<file path="config.mk">
export PLATFORM = sky130hd
export DESIGN_NAME = bp_trace_counters
export DESIGN_NICKNAME = d
export VERILOG_FILES = /design/src/pkg/bp_trace_pkg.sv /design/src/design/bp_trace_counters.sv
export VERILOG_INCLUDE_DIRS = /design/src /design/src/pkg
export SDC_FILE = /design/constraint.sdc
export NUM_CORES = 1
export LEC_CHECK = 0
export BUFFER_PORTS_ARGS = -buffer_cell sky130_fd_sc_hd__buf_2
export CORE_ASPECT_RATIO = 1.25
export CORE_MARGIN = 2
export CORE_UTILIZATION = 47
export DETAILED_ROUTE_END_ITERATION = 8
export PLACE_DENSITY = 0.76
export SLEW_MARGIN = 20
export SYNTH_ARGS = -nofsm -noshare
export SYNTH_HDL_FRONTEND = slang
export SYNTH_SLANG_ARGS = --single-unit
</file>
<file path="constraint.sdc">
create_clock -name sys_clk -period 4.69 [get_ports sys_clk]
set_input_delay 1.407 -clock sys_clk [delete_from_list [all_inputs] [get_ports sys_clk]]
set_output_delay 1.407 -clock sys_clk [all_outputs]
set_load 0.03 [all_outputs]
</file>
<file path="src/pkg/bp_trace_params.svh">
// Purpose: Constants for the breakpoint/trace/timing counter block.
// Assumes: One 100 MHz clock; counters loaded by a setup strobe.
// Notes: Widths are module parameters; these are limits, reset values and the timer tick period.
//
// Contract
// - Trace sample counter adds one per saved sample, stopping at 7FF.
// - Event counter subtracts one per breakpoint event while above zero.
// - Event counter reaching zero starts the post-event delay phase, or halts at once if the delay count is zero.
// - In delay phase, delay counter subtracts one per trace sample while above zero.
// - Delay counter reaching zero halts the emulated processor.
// - While events remain, delay counter keeps its programmed value.
// - Sequence counter subtracts one per finished sequence; count and state readable.
// - Elapsed time resolves to two clock periods, rounded up.
// - Timer clear discards both timers' totals.
// - A timer that is not enabled reads back as zero.
// - Timer 1 also counts its starts for averaging.
`ifndef BP_TRACE_PARAMS_SVH
`define BP_TRACE_PARAMS_SVH
`define TRACE_CNT_MAX 11'h7FF
`define TRACE_CNT_RST 11'h000
`define SETUP_CNT_RST 16'h0000
`define TIMER_TICK_PERIODS 2
`endif

</file>
<file path="src/pkg/bp_trace_pkg.sv">
// Purpose: Types for the breakpoint/trace/timing counter block.
// Assumes: Nothing beyond the params header.
// Notes: State is visible to monitor software.
package bp_trace_pkg;
  typedef enum logic [1:0] {ST_IDLE, ST_EVENTS, ST_DELAY, ST_HALTED} unit_state_e;
  typedef struct packed {
    logic [15:0] events;
    logic [15:0] delays;
    logic [15:0] sequences;
  } setup_s;
endpackage

</file>
<file path="src/design/bp_trace_counters.sv">
// Purpose: Trace, event, delay and sequence counters plus two elapsed timers.
// Assumes: Qualifying strobes are one-cycle pulses synchronous to sys_clk.
// Notes: Timers count in ticks of two clock periods.
`timescale 1ns/10ps
`include "bp_trace_params.svh"
module bp_trace_counters #(
  parameter int TRACE_W = 11,
  parameter int TIMER_W = 40,
  parameter int STARTS_W = 16
) (
  // Clock and reset
  input wire logic sys_clk,
  input wire logic rst_n,
  // Setup
  input wire logic setupLoad,
  input wire bp_trace_pkg::setup_s setupVal,
  input wire logic traceReset,
  // Bus cycle events
  input wire logic traceSample,
  input wire logic bpEvent,
  input wire logic seqDone,
  // Timers
  input wire logic timerClear,
  input wire logic timer1En,
  input wire logic timer2En,
  input wire logic timer1Run,
  input wire logic timer2Run,
  // Status
  output logic [TRACE_W-1:0] traceCount,
  output logic [15:0] eventsLeft,
  output logic [15:0] delaysLeft,
  output logic [15:0] seqCount,
  output bp_trace_pkg::unit_state_e unitState,
  output logic haltReq,
  output logic [TIMER_W-1:0] timer1Total,
  output logic [TIMER_W-1:0] timer2Total,
  output logic [STARTS_W-1:0] timer1Starts
);
  import bp_trace_pkg::*;

  // Both timers share one bookkeeping scheme, built once per timer below
  localparam int TIMERS = 2;
  localparam int PHASE_W = (`TIMER_TICK_PERIODS > 1) ? $clog2(`TIMER_TICK_PERIODS) : 1;
  localparam logic [PHASE_W-1:0] PHASE_LAST = PHASE_W'(`TIMER_TICK_PERIODS - 1);

  // Trace sample counter
  logic [TRACE_W-1:0] trace_ff;
  logic [TRACE_W-1:0] nxt_trace;

  // Breakpoint event, post-event delay and sequence counters
  logic [15:0] events_ff;
  logic [15:0] nxt_events;
  logic [15:0] delays_ff;
  logic [15:0] nxt_delays;
  logic [15:0] seq_ff;
  logic [15:0] nxt_seq;

  // Operating state and halt request
  unit_state_e state_ff;
  unit_state_e nxt_state;
  logic halt_ff;
  logic nxt_halt;

  // Start counting for timer 1
  logic run1Prev_ff;
  logic [STARTS_W-1:0] starts_ff;
  logic [STARTS_W-1:0] nxt_starts;

  // Trace counter decode
  wire traceFull = (trace_ff == TRACE_W'(`TRACE_CNT_MAX));
  wire traceStep = traceSample && !traceFull;

  // Saturating rather than wrapping lets software tell the buffer has rolled over;
  // a trace reset beats a sample arriving in the same cycle
  assign nxt_trace = traceReset ? TRACE_W'(`TRACE_CNT_RST) :
                     traceStep ? trace_ff + TRACE_W'(1) : trace_ff;

  always_ff @(posedge sys_clk or negedge rst_n) begin
    if (!rst_n) begin
      trace_ff <= TRACE_W'(`TRACE_CNT_RST);
    end else begin
      trace_ff <= nxt_trace;
    end
  end

  // Counter decode; a counter at zero ignores its strobe, so none can wrap
  wire eventHit = bpEvent && (events_ff != 16'h0000);
  wire delayPhase = (state_ff == ST_DELAY);
  wire delayHit = delayPhase && traceSample && (delays_ff != 16'h0000);
  wire seqHit = seqDone && (seq_ff != 16'h0000);
  wire evReachZero = eventHit && (events_ff == 16'h0001);
  wire dlReachZero = delayHit && (delays_ff == 16'h0001);
  wire delaysEmpty = (delays_ff == 16'h0000);
  wire loadNoEvents = (setupVal.events == 16'h0000);
  wire loadNoDelays = (setupVal.delays == 16'h0000);

  // A setup load beats any strobe arriving in the same cycle
  assign nxt_events = setupLoad ? setupVal.events :
                      eventHit ? events_ff - 16'h0001 : events_ff;

  // Samples outside the delay phase leave the programmed delay alone
  assign nxt_delays = setupLoad ? setupVal.delays :
                      delayHit ? delays_ff - 16'h0001 : delays_ff;

  assign nxt_seq = setupLoad ? setupVal.sequences :
                   seqHit ? seq_ff - 16'h0001 : seq_ff;

  // Phase sequencing: events, then delay samples, then halt.
  // Halt stays up until the next setup load; nothing else lowers it.
  always_comb begin
    nxt_state = state_ff;
    nxt_halt = halt_ff;
    if (setupLoad) begin
      // Zero counts skip their phase; both zero means halt at once
      if (!loadNoEvents) begin
        nxt_state = ST_EVENTS;
      end else if (!loadNoDelays) begin
        nxt_state = ST_DELAY;
      end else begin
        nxt_state = ST_HALTED;
      end
      nxt_halt = loadNoEvents && loadNoDelays;
    end else begin
      case (state_ff)
        ST_EVENTS: begin
          if (evReachZero) begin
            nxt_state = delaysEmpty ? ST_HALTED : ST_DELAY;
            nxt_halt = delaysEmpty;
          end
        end
        ST_DELAY: begin
          if (dlReachZero || delaysEmpty) begin
            nxt_state = ST_HALTED;
            nxt_halt = 1'b1;
          end
        end
        default: begin
          nxt_state = state_ff;
        end
      endcase
    end
  end

  // Registers only; every next value is decoded above
  always_ff @(posedge sys_clk or negedge rst_n) begin
    if (!rst_n) begin
      events_ff <= `SETUP_CNT_RST;
      delays_ff <= `SETUP_CNT_RST;
      seq_ff <= `SETUP_CNT_RST;
      state_ff <= ST_IDLE;
      halt_ff <= 1'b0;
    end else begin
      events_ff <= nxt_events;
      delays_ff <= nxt_delays;
      seq_ff <= nxt_seq;
      state_ff <= nxt_state;
      halt_ff <= nxt_halt;
    end
  end

  // Timer inputs gathered per timer, timer 1 in bit 0
  wire [TIMERS-1:0] timerEn = {timer2En, timer1En};
  wire [TIMERS-1:0] timerRun = {timer2Run, timer1Run};
  wire [TIMER_W-1:0] timerShown [TIMERS];

  // Each timer keeps its own tick phase, restarted on every run, so a run of
  // N clocks adds N/2 ticks rounded up whatever phase a shared divider had.
  // The phase follows the run level only, so enabling a running timer
  // picks up the tick period already under way.
  genvar gi;
  generate
    for (gi = 0; gi < TIMERS; gi++) begin : g_timer
      logic [TIMER_W-1:0] total_ff;
      logic [TIMER_W-1:0] nxt_total;
      logic [PHASE_W-1:0] phase_ff;
      logic [PHASE_W-1:0] nxt_phase;
      wire phaseWrap = (phase_ff == PHASE_LAST);
      // Tick enable: one pulse per tick period while the timer runs
      wire tickEn = timerRun[gi] && (phase_ff == PHASE_W'(0));

      assign nxt_phase = !timerRun[gi] ? PHASE_W'(0) :
                         phaseWrap ? PHASE_W'(0) : phase_ff + PHASE_W'(1);

      // The first clock of a run ticks, so a part-used tick counts whole
      assign nxt_total = timerClear ? TIMER_W'(0) :
                         (timerEn[gi] && tickEn) ? total_ff + TIMER_W'(1) : total_ff;

      always_ff @(posedge sys_clk or negedge rst_n) begin
        if (!rst_n) begin
          phase_ff <= PHASE_W'(0);
          total_ff <= TIMER_W'(0);
        end else begin
          phase_ff <= nxt_phase;
          total_ff <= nxt_total;
        end
      end

      // A disabled timer reads as zero but keeps its total
      assign timerShown[gi] = timerEn[gi] ? total_ff : TIMER_W'(0);
    end
  endgenerate

  // Timer 1 start count, for software to average over
  wire t1Start = timer1Run && !run1Prev_ff;
  assign nxt_starts = timerClear ? STARTS_W'(0) :
                      (timer1En && t1Start) ? starts_ff + STARTS_W'(1) : starts_ff;

  // Previous run level resets low to match the idle pin, so no false start
  always_ff @(posedge sys_clk or negedge rst_n) begin
    if (!rst_n) begin
      run1Prev_ff <= 1'b0;
      starts_ff <= STARTS_W'(0);
    end else begin
      run1Prev_ff <= timer1Run;
      starts_ff <= nxt_starts;
    end
  end

  // Status outputs
  assign traceCount = trace_ff;
  assign eventsLeft = events_ff;
  assign delaysLeft = delays_ff;
  assign seqCount = seq_ff;
  assign unitState = state_ff;
  assign haltReq = halt_ff;
  assign timer1Total = timerShown[0];
  assign timer2Total = timerShown[1];
  // Start count belongs to timer 1 and hides with it
  assign timer1Starts = timer1En ? starts_ff : STARTS_W'(0);
endmodule

</file>
==> results.toml <==
[run_status]
status = "finished clean"

[clock_tree]
cts-hold-fix-buffers = 0
clock_sinks = 161
clk-insertion-delay-late_ps = 410
ctsHtreeMaxLevel = 4
cts_made_buffers = 17
root_buffer = "clkbuf_16"
cts.repair.resized = 0
cts_buffer_depth = 2
clkTransAtPathRegs_ps = 60
postCtsSetupBuffers = 0
cts_tree = "yes"

[route]
wl_per_cell_um = 15.45
drt_iter0_markers = 538
routed_wl_um = 23270
drtPass1Iterations = 5
drc = 0
postRouteAntennaNets = 0
vias = 8298
via_per_inst = 5.510

[floorplan]
ios = 218
rows = 57
die-height_um = 162.4
start_util_pct = 48.26
core_area_mm2 = 0.01954
die-area_mm2 = 0.02122
die_w_um = 130.7

[synth]
avgSynthCellArea_um2 = 9.139
yosysMostFrequentCell = "dfrtp_1"
synth_top_cell_area_share_pct = 42.72
synth_top_cells_by_count = "161 x dfrtp_1, 108 x nor2_1, 102 x and2_1"
yosysSeqAreaShare_pct = 42.72
synthArstFlopShare_pct = 100.0
synth_cell_types = 73
synthTopCellsByArea = "dfrtp_1 43%, and2_1 6.8%, xor2_1 6.5%"
yosys_most_used_dff = "dfrtp_1"
yosysTopAreaCell = "dfrtp_1"
netlist_instances = 1032
yosys_register_bits = 161
syn_area_mm2 = 0.009432
synth_edf_count = 0
syn_nets = 1103
yosys_warnings = 0

[global_route]
first_global_vias = 7836
grt_start_max_net_pins = 97
antenna_found_initial = 0
gr-usage-all-layers_pct = 22.11
grt_pass1_wl_um = 38120
grt_overflow_total = 0

[pwr]
intPower_mw = 2.401
power.total_mw = 3.365
power_frac_clock_pct = 42.4
seq_power_share_pct = 44.9
power_density_mw_per_mm2 = 297.6
p_comb_share_pct = 12.7
power_switching_uw = 963.5
switching_share_pct = 28.63
leakage_nw = 5.217
irDropWorstVdd_uv = 208.9

[critical_path]
crit_slowest_cell = "buf_2"
cp_max_fo = 60
cp_top_family = "buffers and inverters"
critPathKind = "primary input to primary output"
max_stage_delay_ps = 540
crit_buf_inv = 2
crit_path_cell_trace = "buf_2 -> and2_1 -> buf_2"
worstSetupEndpointType = "primary output"
worstPathRequired_ps = 3280
critPathMostFrequentCell = "buf_2"
critPathLaunchType = "primary input"
arrival_ps = 2420

[timing]
drv_slew = 0
fmax_ghz = 0.2615
min_period_ps = 3824
fin_skew_ps = 8.936
slew_headroom_pct = 34.67
fin_tns_setup_ps = 0
post-route-period-util_pct = 81.54
worst_slew_pin_slew_ps = 977.8
hold_violations = 0
rsz0062_at_grt = "no"
setup_viol = 0

[layout]
diodes = 0
syn2layout_area_growth_pct = 19.89
drive_gt1_share_pct = 23.53
nets = 1299

[flow_run]
cap_viol_max_count = 0

[place]
io_buffer_count = 217
gp_congestion = 0.8176
hpwl_um = 16530

[hold_path]
worst_hold_path_type = "flop to flop"
[stage by stage]
stage | hold WS [ps] | area (µm²) | std cells | utilization [%] | setup slack, ps
after floorplan | 493.0 | 9432 | 1032 | - | 1132
after global placement | 516.0 | 10700 | 1474 | 54.78 | 936.5
after detailed placement | 514.3 | 10700 | 1474 | 54.78 | 859.8
after CTS | 529.9 | 11310 | 1506 | 57.86 | 862.0
after global routing | 560.7 | 11310 | 1506 | 57.86 | 759.1
final | 529.2 | 11310 | 1506 | 57.86 | 865.6
[flip-flops by register name (all words and copies together) (netlist names), 2 cells and up]
name / flops
g_timer.total_ff: 80
delaysLeft: 16
eventsLeft: 16
seqCount: 16
starts_ff: 16
traceCount: 11
g_timer.phaseWrap: 2
unitState: 2
[final timing paths]
check                                         from                      end  slack [ps]  depth (start not counted)
max reg2reg                g_timer[1].total_ff[10]  g_timer[1].total_ff[33]        2260                          5
max in group asynchronous                    rst_n           delaysLeft[10]        2760                          2
min in group asynchronous                    rst_n  g_timer[1].total_ff[22]         970                          1
max                                       timer1En           timer1Total[0]         870                          3
min                                        haltReq                  haltReq         530                          2
min reg2reg                                haltReq                  haltReq         530                          2
[power by group through the flow]
stage | Sequential (mW) | Clock [mW] | Combinational [mW]
3_3_place_gp | 1.53 | 0 | 0.421
2_1_floorplan | 1.62 | 0 | 0.182
5_1_grt | 1.52 | 1.51 | 0.469
6_report | 1.51 | 1.43 | 0.426
3_5_place_dp | 1.54 | 0 | 0.428
4_1_cts | 1.51 | 1.46 | 0.430
[cells in the final DEF, fill, tap and decap left out, types with 5 or more instances in the layout]
cell type	count
and4_1	8
buf_2	216
nor4bb_1	6
nand4_1	53
nor2_1	108
o21ai_1	22
a21oi_1	30
nor4_2	5
and2_1	102
xor2_1	70
ha_1	11
nor3_1	20
inv_1	24
xnor2_1	48
nor4_1	22
nand4_2	5
and3_1	22
o21ai_0	29
or4_1	7
clkbuf_16	17
o31ai_1	6
dfrtp_1	161
nor3_2	5
mux2i_1	5
nand3_1	42
nand2b_1	5
nand2_1	82
or3_1	13
nor3b_1	5
[kinds of logic after synthesis]
logic type	Yosys count	synth area share, %
AND/OR/NAND/NOR	544	32.87
flip-flops	161	42.72
XOR/XNOR	118	10.96
AO/OA/AOI/OAI	117	7.615
buffers and inverters	70	3.131
multiplexers	11	1.247
adder cells (fa/ha/maj)	11	1.459
[worst register-to-register path: stages, from the launching register on]
cell and delay [ps]:
dfrtp_1 450, nand4_1 180, nor3_2 770, nand4bb_1 380, or3_1 400, a21oi_1 160
[metal layers]
layer  share of wire, %  vias to the layer above  GRT usage [%]
met5                  0                        -              0
met3                5.6                       26          4.731
met2                 49                      244          36.60
li1                   -                     4008              -
met4                1.4                        0          6.915
met1                 44                     4020          28.99
[cell type report]
type	instances	area, µm²
sequential	161	4029
timing repair buffer	222	1142
fill	1773	8234
multi-input combinational	801	5107
tap	265	331.6
inverter	25	93.84
clock buffer	19	452.9
clock inverter	13	150.1
No activity file was read; power rests on OpenSTA's default activity.
